**src/tro_pkg.sv**
```systemverilog
// Purpose: Shared constants, types and helpers of the temperature readout
// Assumes: 16-bit register words, three sensors, 50 MHz device clock
// Notes:   Capabilities word is built from fields and checked against reset
package tro_pkg;

  // ----------------------------------------------------------------------
  // Register addresses
  // ----------------------------------------------------------------------
  localparam logic [5:0]  ADDR_TEMP_CAPS   = 6'h08;
  localparam logic [5:0]  ADDR_TEMP_RESULT = 6'h09;
  localparam logic [15:0] RD_ZERO          = 16'h0000;

  // ----------------------------------------------------------------------
  // Capabilities fields
  // ----------------------------------------------------------------------
  localparam int          CAP_RES_LSB    = 0;
  localparam logic [2:0]  CAP_RES_HALF_C = 3'h1;
  localparam int          CAP_NBITS_LSB  = 3;
  localparam logic [2:0]  CAP_NBITS_10   = 3'h1;
  localparam int          CAP_SIGN_BIT   = 6;
  localparam int          CAP_ROUT_BIT   = 7;
  localparam int          CAP_LOCAL_BIT  = 8;
  localparam int          CAP_REMOTE_LSB = 9;
  localparam logic [2:0]  CAP_REMOTES    = 3'h2;
  localparam logic [15:0] CAP_RESET      = 16'h0549;

  // ----------------------------------------------------------------------
  // Result word fields
  // ----------------------------------------------------------------------
  localparam int          RES_TEMP_LSB    = 6;
  localparam int          RES_SENSOR_LSB  = 2;
  localparam int          RES_ERR_BIT     = 1;
  localparam logic [9:0]  TEMP_FAULT_CODE = 10'h200;
  localparam logic [1:0]  LOCAL_SENSOR    = 2'h0;
  localparam logic [1:0]  LAST_SENSOR     = 2'h2;
  localparam int          NUM_SENSORS     = 3;

  // ----------------------------------------------------------------------
  // Timing
  // ----------------------------------------------------------------------
  localparam int CLK_MHZ         = 50;
  localparam int CONV_TIMEOUT_US = 100;
  localparam int CONV_TIMEOUT_CYC = CONV_TIMEOUT_US * CLK_MHZ;

  // ----------------------------------------------------------------------
  // Types
  // ----------------------------------------------------------------------
  typedef struct packed {
    logic       rd;
    logic       wr;
    logic [5:0] addr;
  } tro_reg_req_t;

  typedef struct packed {
    logic [9:0] temp;
    logic       fault;
  } tro_conv_t;

  typedef enum logic [1:0] {
    ST_IDLE,
    ST_WAIT
  } tro_scan_t;

  // ----------------------------------------------------------------------
  // Helpers
  // ----------------------------------------------------------------------
  function automatic logic [15:0] caps_word();
    logic [15:0] w;
    w = 16'h0000;
    w[CAP_RES_LSB +: 3]    = CAP_RES_HALF_C;
    w[CAP_NBITS_LSB +: 3]  = CAP_NBITS_10;
    w[CAP_SIGN_BIT]        = 1'b1;
    w[CAP_ROUT_BIT]        = 1'b0;
    w[CAP_LOCAL_BIT]       = 1'b1;
    w[CAP_REMOTE_LSB +: 3] = CAP_REMOTES;
    return w;
  endfunction

  // Returns {found, index} of the next enabled sensor after cur
  function automatic logic [2:0] next_enabled(input logic [1:0] cur,
                                              input logic [2:0] en);
    logic [1:0] idx;
    logic [2:0] r;
    r   = 3'h0;
    idx = cur;
    for (int k = 0; k < NUM_SENSORS; k++) begin
      idx = (idx == LAST_SENSOR) ? LOCAL_SENSOR : idx + 2'h1;
      if (!r[2] && en[idx]) begin
        r = {1'b1, idx};
      end
    end
    return r;
  endfunction

endpackage

```
**src/tro_sync.sv**
```systemverilog
// Purpose: Three-stage synchroniser with agreement filter for a pin level
// Assumes: Input is asynchronous to mclk_i
// Notes:   Output follows only when stages two and three agree
`timescale 1ns/10ps
`default_nettype none
module tro_sync
  import tro_pkg::*;
(
  // Clock and reset
  input  wire logic mclk_i,
  input  wire logic nrst_i,
  // Level
  input  wire logic async_i,
  output logic      sync_o
);

  logic s1_r;
  logic s2_r;
  logic s3_r;

  always_ff @(posedge mclk_i) begin
    if (!nrst_i) begin
      s1_r <= 1'b0;
      s2_r <= 1'b0;
      s3_r <= 1'b0;
    end else begin
      s1_r <= async_i;
      s2_r <= s1_r;
      s3_r <= s2_r;
    end
  end

  always_ff @(posedge mclk_i) begin
    if (!nrst_i) begin
      sync_o <= 1'b0;
    end else if (s2_r == s3_r) begin
      sync_o <= s3_r;
    end
  end

endmodule
`default_nettype wire

```
**src/tro_fmt.sv**
```systemverilog
// Purpose: Packs a conversion into the 16-bit temperature result word
// Assumes: Sensor index 0 is the local sensor
// Notes:   Purely combinational; the caller registers the word
`timescale 1ns/10ps
`default_nettype none
module tro_fmt
  import tro_pkg::*;
(
  // Conversion
  input  wire logic [9:0]  temp_i,
  input  wire logic [1:0]  sensor_index_i,
  input  wire logic        fault_i,
  // Word
  output logic      [15:0] word_o
);

  logic remote_err;

  // Local results never carry the error flag
  assign remote_err = fault_i && (sensor_index_i != LOCAL_SENSOR);

  always_comb begin
    word_o = 16'h0000;
    word_o[RES_TEMP_LSB +: 10] = remote_err ? TEMP_FAULT_CODE : temp_i;
    word_o[RES_SENSOR_LSB +: 2] = sensor_index_i;
    word_o[RES_ERR_BIT] = remote_err;
  end

endmodule
`default_nettype wire

```
**src/tro_top.sv**
```systemverilog
// Purpose: Temperature readout registers, scan sequencer and status flags
// Assumes: Register requests arrive from bus logic on mclk_i
// Notes:   Both registers are read-only; writes are accepted and dropped
//
// Summary of operation
// - Capabilities register reads the constant 0549h for all sensors.
// - Capabilities bits 2..0 read 001: half degree per LSB.
// - Capabilities bits 5..3 read 001: ten significant bits.
// - Capabilities bit 6 reads one: signed two's complement data.
// - Capabilities bit 7 reads zero: sixteen-bit readout register.
// - Capabilities bit 8 reads one: local sensor present.
// - Capabilities bits 11..9 read two remote sensors.
// - Reserved bits of both registers read zero.
// - Result bits 3..2 give the sensor index, zero is local.
// - Error bit reads zero for local sensor results.
// - A remote diode fault forces temperature code 200h.
// - Storing a result sets pending, held until the result is read.
// - Reading the result clears overrun, and clears pending unless a result is stored that cycle.
// - A result arriving before the read overwrites and sets overrun.
// - Enabled sensors are scanned round-robin ascending, disabled skipped.
`timescale 1ns/10ps
`default_nettype none
module tro_top
  import tro_pkg::*;
#(
  parameter int CONV_TIMEOUT_CYCLES = CONV_TIMEOUT_CYC
)(
  // Clock and reset
  input  wire logic          mclk_i,
  input  wire logic          nrst_i,
  // Register access
  input  wire tro_reg_req_t  reg_req_i,
  output logic        [15:0] rdata_o,
  output logic               rvalid_o,
  // Scan control
  input  wire logic   [2:0]  sensor_en_i,
  // Converter handshake
  output logic               conv_start_o,
  output logic        [1:0]  conv_sensor_o,
  input  wire logic          conv_done_i,
  input  wire tro_conv_t     conv_i,
  // Remote diode fault pins, one per remote
  input  wire logic   [1:0]  diode_fault_pin_i,
  // Status
  output logic               temp_result_pending_o,
  output logic               temp_overrun_flag_o,
  output logic               func_event_o
);

  // ----------------------------------------------------------------------
  // Elaboration checks
  // ----------------------------------------------------------------------
  localparam int TMR_W = $clog2(CONV_TIMEOUT_CYCLES + 1);

  if (CONV_TIMEOUT_CYCLES < 1) begin : g_bad_timeout
    $error("CONV_TIMEOUT_CYCLES must be at least one");
  end
  if (caps_word() != CAP_RESET) begin : g_bad_caps
    $error("Capabilities fields disagree with reset word");
  end

  // ----------------------------------------------------------------------
  // Declarations
  // ----------------------------------------------------------------------
  tro_scan_t          state_r;
  logic [1:0]         cur_r;
  logic [TMR_W-1:0]   tmr_r;
  logic [15:0]        result_r;
  logic [1:0]         pin_fault;
  logic [2:0]         next_sel;
  logic               timeout;
  logic               finish;
  logic               new_valid;
  logic               fault_now;
  logic               rd_result;
  logic [15:0]        fmt_word;

  // ----------------------------------------------------------------------
  // Fault pin synchronisers
  // ----------------------------------------------------------------------
  for (genvar g = 0; g < 2; g++) begin : g_sync
    tro_sync u_sync (
      .mclk_i  (mclk_i),
      .nrst_i  (nrst_i),
      .async_i (diode_fault_pin_i[g]),
      .sync_o  (pin_fault[g])
    );
  end

  // ----------------------------------------------------------------------
  // Scan sequencer
  // ----------------------------------------------------------------------
  assign next_sel = next_enabled(cur_r, sensor_en_i);
  assign timeout  = (tmr_r == TMR_W'(CONV_TIMEOUT_CYCLES));
  assign finish   = (state_r == ST_WAIT) && (conv_done_i || timeout);
  // A sensor disabled mid-conversion yields no result
  assign new_valid = finish && sensor_en_i[cur_r];

  // Reset index at the last sensor so the first scan starts at zero
  always_ff @(posedge mclk_i) begin
    if (!nrst_i) begin
      state_r      <= ST_IDLE;
      cur_r        <= LAST_SENSOR;
      conv_start_o <= 1'b0;
    end else begin
      conv_start_o <= 1'b0;
      case (state_r)
        ST_IDLE: begin
          if (next_sel[2]) begin
            cur_r        <= next_sel[1:0];
            conv_start_o <= 1'b1;
            state_r      <= ST_WAIT;
          end
        end
        ST_WAIT: begin
          if (finish || !sensor_en_i[cur_r]) begin
            state_r <= ST_IDLE;
          end
        end
        default: begin
          state_r <= ST_IDLE;
        end
      endcase
    end
  end

  assign conv_sensor_o = cur_r;

  // Timeout guards against a converter that never answers
  always_ff @(posedge mclk_i) begin
    if (!nrst_i) begin
      tmr_r <= '0;
    end else if (state_r != ST_WAIT) begin
      tmr_r <= '0;
    end else if (!timeout) begin
      tmr_r <= tmr_r + TMR_W'(1);
    end
  end

  // ----------------------------------------------------------------------
  // Result capture
  // ----------------------------------------------------------------------
  always_comb begin
    fault_now = timeout || conv_i.fault;
    if (cur_r == 2'h1) begin
      fault_now = fault_now || pin_fault[0];
    end else if (cur_r == 2'h2) begin
      fault_now = fault_now || pin_fault[1];
    end
  end

  tro_fmt u_fmt (
    .temp_i         (conv_i.temp),
    .sensor_index_i (cur_r),
    .fault_i        (fault_now),
    .word_o         (fmt_word)
  );

  // Newer result always overwrites; no buffering of older ones
  always_ff @(posedge mclk_i) begin
    if (!nrst_i) begin
      result_r <= 16'h0000;
    end else if (new_valid) begin
      result_r <= fmt_word;
    end
  end

  always_ff @(posedge mclk_i) begin
    if (!nrst_i) begin
      func_event_o <= 1'b0;
    end else begin
      func_event_o <= new_valid;
    end
  end

  // ----------------------------------------------------------------------
  // Status flags
  // ----------------------------------------------------------------------
  assign rd_result = reg_req_i.rd && (reg_req_i.addr == ADDR_TEMP_RESULT);

  // Set wins over the clearing read
  always_ff @(posedge mclk_i) begin
    if (!nrst_i) begin
      temp_result_pending_o <= 1'b0;
    end else if (new_valid) begin
      temp_result_pending_o <= 1'b1;
    end else if (rd_result) begin
      temp_result_pending_o <= 1'b0;
    end
  end

  // A read in the same cycle consumes the old result, so no overrun
  always_ff @(posedge mclk_i) begin
    if (!nrst_i) begin
      temp_overrun_flag_o <= 1'b0;
    end else if (new_valid && temp_result_pending_o && !rd_result) begin
      temp_overrun_flag_o <= 1'b1;
    end else if (rd_result) begin
      temp_overrun_flag_o <= 1'b0;
    end
  end

  // ----------------------------------------------------------------------
  // Register read port
  // ----------------------------------------------------------------------
  // Writes are never decoded: both registers are read-only
  always_ff @(posedge mclk_i) begin
    if (!nrst_i) begin
      rdata_o  <= RD_ZERO;
      rvalid_o <= 1'b0;
    end else begin
      rvalid_o <= reg_req_i.rd;
      if (!reg_req_i.rd) begin
        rdata_o <= rdata_o;
      end else if (reg_req_i.addr == ADDR_TEMP_CAPS) begin
        rdata_o <= caps_word();
      end else if (reg_req_i.addr == ADDR_TEMP_RESULT) begin
        rdata_o <= result_r;
      end else begin
        rdata_o <= RD_ZERO;
      end
    end
  end

endmodule
`default_nettype wire

```
**config.mk**
```make
export PLATFORM = sky130hd
export DESIGN_NAME = tro_top
export DESIGN_NICKNAME = d
export VERILOG_FILES = /design/src/tro_pkg.sv /design/src/tro_sync.sv /design/src/tro_fmt.sv /design/src/tro_top.sv
export SDC_FILE = /design/constraint.sdc
export NUM_CORES = 1
export LEC_CHECK = 0
export BUFFER_PORTS_ARGS = -buffer_cell sky130_fd_sc_hd__buf_2
export CAP_MARGIN = 40
export CORE_AREA = 2 2 108 58
export DETAILED_ROUTE_END_ITERATION = 16
export DIE_AREA = 0 0 110 60
export PLACE_DENSITY = 0.66
export SYNTH_ARGS = -nofsm -noshare
export SYNTH_HDL_FRONTEND = slang
export SYNTH_SLANG_ARGS = --single-unit
export TNS_END_PERCENT = 5
```
**constraint.sdc**
```tcl
create_clock -name mclk_i -period 2.9 [get_ports mclk_i]
set_clock_uncertainty 0.1 [all_clocks]
set_input_delay 0.145 -clock mclk_i [delete_from_list [all_inputs] [get_ports mclk_i]]
set_output_delay 0.145 -clock mclk_i [all_outputs]
set_load 0.05 [all_outputs]
```
==> flow_metrics.py <==
metrics = {
    "sta": {
        "rsz0062_at_grt": "false",
        "max_freq_ghz": 0.441,
        "fin_setup_tns_ns": 0,
        "whs_ns": 0.0281,
        "slew-limit-headroom": 0.502,
        "min_period_over_period": 0.783,
        "worst_slack_ns": 0.631,
        "fin_crit_ns": 2.27,
        "setup_viol": 0,
        "worstMarginPinSlew_ns": 0.746,
        "hold_violations": 0,
        "maxSlewViolCount": 0,
    },
    "worst_hold_path": {
        "hold_class": "in -> reg",
        "hold_end": "conv_sensor_o[0]",
        "hp-start": "sensor_en_i[1]",
        "holdPathStages": 3,
    },
    "grt": {
        "met2_usage": 0.242,
        "overflow": 0,
        "gr-max-usage-layer": "met1",
        "antenna_found_initial": 0,
        "use_met3": 0.0567,
        "grt_pass1_vias": 1788,
        "grt_max_degree": 28,
        "grt.total_usage": 0.174,
        "grt_util_met1": 0.254,
        "grt_pass1_wl_mm": 8.64,
    },
    "final_layout": {
        "num_antenna_cells": 0,
        "drive_above_1_share": 0.212,
        "num-nets-final": 341,
        "area_delta_synth_final_pct": 16.6,
        "post-route-util": 0.502,
        "fillers": 545,
    },
    "floorplan": {
        "io_pins": 50,
        "dieHeight_um": 60,
        "placementRows": 20,
        "core_area_sq_mm": 0.00573,
        "chipWidth_um": 110,
        "initial_core_util": 0.431,
        "die_area_sq_mm": 0.00660,
    },
    "setup_path": {
        "critPathSlowestCell": "a41o_1",
        "r2r-start": "tmr_r[6]",
        "worstPathCellList": "nor4_4, a41o_1, and3_1, buf_4, mux2i_1",
        "crit_fanout": 13,
        "rrSetupSlack_ns": 0.63,
        "r2r_cells": 5,
        "crit_path_max_incr_delay_ns": 0.52,
        "path_delay_family": "simple AND/OR/NAND/NOR gates",
        "required_ns": 3.06,
        "timing.rr.end": "result_r[3]",
        "cp-end-kind": "flop",
        "start_kind": "flop",
        "path_buf_inv": 1,
        "crit_type": "reg -> reg",
        "arrival_ns": 2.42,
    },
    "power_and_ir_drop": {
        "p_total_mw": 1.43,
        "powerDensity_mw_per_mm2": 496,
        "p_leak_nw": 1.25,
        "ir_drop_uv": 229,
    },
    "clocking": {
        "numCtsBuffers": 5,
        "htreeDepth": 2,
        "cts_tree": "built",
        "clockBufferDepth": 2,
        "clock_sinks": 56,
        "clkSlewWorstSetupHoldPaths_ns": 0.10,
        "hold_buffers": 12,
        "cts_resized": 0,
        "cts_root_buffer": "clkbuf_8",
        "clock_latency_ns": 0.32,
        "post-cts-setup-buffer-count": 0,
    },
    "logic_synthesis": {
        "yosys_warnings": 0,
        "synth_fa_ha_area_frac": 0.0101,
        "synth_compound_area_frac": 0.166,
        "syn_inst": 265,
        "synthMuxAreaShare": 0.0203,
        "synth_ff_type": "dfxtp_1",
        "synth-seq-area-share": 0.454,
        "ys_types": 47,
        "synthXorXnorAreaFrac": 0.0319,
        "synth-edff-count": 0,
        "ys_seq_elements": 56,
        "synth_top_family_by_area": "simple AND/OR/NAND/NOR gates",
        "async_flop_share": 0,
        "synthesis.area_sq_mm": 0.00247,
        "synth-simple-area-share": 0.240,
        "avgSynthCellArea_sq_um": 9.31,
    },
    "route": {
        "route.antenna.remaining_nets": 0,
        "drt-wirelength-per-cell_um": 13.4,
        "vias_per_cell": 5.08,
        "via_count": 1975,
        "firstDrtPassIters": 4,
        "wl_mm": 5.22,
        "drc": 0,
        "drt-initial-drc-count": 85,
    },
    "run_status": {
        "status": "completed",
    },
    "run": {
        "maxCapViolations": 0,
    },
    "place": {
        "place.gp.congestion": 0.781,
        "place_ws_ns": 0.662,
        "post-dp-hpwl_mm": 3.62,
        "portBuffers": 46,
    },
}
state kept, by name, summed over array words and instances (netlist names):
name,count
g_sync.u_sync.s1_r,2
g_sync.u_sync.s3_r,2
tmr_r,13
conv_start_o,1
rdata_o,14
func_event_o,1
result_r,13
temp_result_pending_o,1
rvalid_o,1
state_r,1
g_sync.u_sync.s2_r,2
conv_sensor_o,2
g_sync.u_sync.sync_o,2
temp_overrun_flag_o,1
cells in the mapped netlist (5+ instances only):
library cell | n | area share
buf_4 | 5 | 0.015
inv_1 | 7 | 0.011
a41o_1 | 11 | 0.045
nor2_1 | 25 | 0.038
mux2i_1 | 5 | 0.020
o21ai_0 | 12 | 0.024
a21oi_1 | 19 | 0.039
a31oi_1 | 12 | 0.030
nor2b_1 | 12 | 0.030
clkbuf_1 | 9 | 0.014
nand2b_1 | 5 | 0.013
xor2_1 | 5 | 0.018
dfxtp_1 | 56 | 0.45
nand2_1 | 20 | 0.030
and2_1 | 9 | 0.023
worst max-delay path by stage:
stage	end	slack, ns	startpoint	cells past startpoint
CTS	result_r[3]	0.64	tmr_r[6]	5
global route	result_r[2]	0.49	tmr_r[6]	5
floorplan	result_r[6]	1.04	tmr_r[0]	8
detailed placement	result_r[3]	0.66	tmr_r[6]	5
global placement	result_r[15]	0.67	tmr_r[2]	5
finish	result_r[3]	0.63	tmr_r[6]	5
routing by layer:
metal / part of all wire / vias to the layer above
li1: - / 1009
met1: 0.56 / 916
met2: 0.37 / 43
met3: 0.056 / 7
met4: 0.0090 / 0
met5: 0 / -
layout by cell type, fill, tap and decap left out, drive strengths merged, types with 3 or more instances in the layout:
cell / Yosys / final
nor4: 3 / 3
nand2: 20 / 20
nand2b: 5 / 5
nand3: 4 / 4
a41o: 11 / 11
nor2b: 12 / 12
nor3: 4 / 4
clkbuf: 10 / 7
a21oi: 19 / 19
xor2: 5 / 5
inv: 7 / 7
a31oi: 12 / 12
and3: 3 / 3
nor2: 25 / 25
dlygate4sd3: 0 / 12
mux2i: 5 / 5
dfxtp: 56 / 56
nand4: 4 / 4
xnor2: 4 / 4
buf: 12 / 49
and2: 10 / 10
nor3b: 3 / 3
o21ai: 13 / 13
stage by stage:
step,std cells,area [sq um]
3_5_place_dp,370,2660
5_1_grt,389,2880
6_report,389,2880
3_3_place_gp,370,2660
4_1_cts,389,2880
2_1_floorplan,266,2470
cell families (layout without fill, tap and decap cells):
family,count (synthesis),count (layout)
AOI/OAI and AO/OA,60,60
and+or+nand+nor,103,103
buffers and inverters,29,75
muxes,5,5
xor gates and xnor gates,9,9
other,1,2
DFF,56,56
adders and majority gates,2,2
power by group:
| group | switching, mW | internal (mW) | leakage, nW | total (mW) |
|---|---|---|---|---|
| sequential | 0.0148 | 0.786 | 0.454 | 0.801 |
| clock | 0.255 | 0.214 | 0.0503 | 0.468 |
| combinational | 0.101 | 0.0574 | 0.742 | 0.159 |
| total | 0.371 | 1.06 | 1.25 | 1.43 |
area by class of cell:
type | instances | area [sq um] | area share
clock buffers | 7 | 96.3 | 0.0335
inverters | 7 | 26.3 | 0.00913
multi-input cells | 181 | 1160 | 0.405
repair buffers | 61 | 373 | 0.130
well taps | 77 | 96.3 | 0.0335
flip-flops and latches | 56 | 1120 | 0.390
worst min-delay path, stage by stage:
cell and delay, ns:
buf_2 0.13, nand3_1 0.07, a21oi_1 0.06
Power figures use the tool's default switching activity.
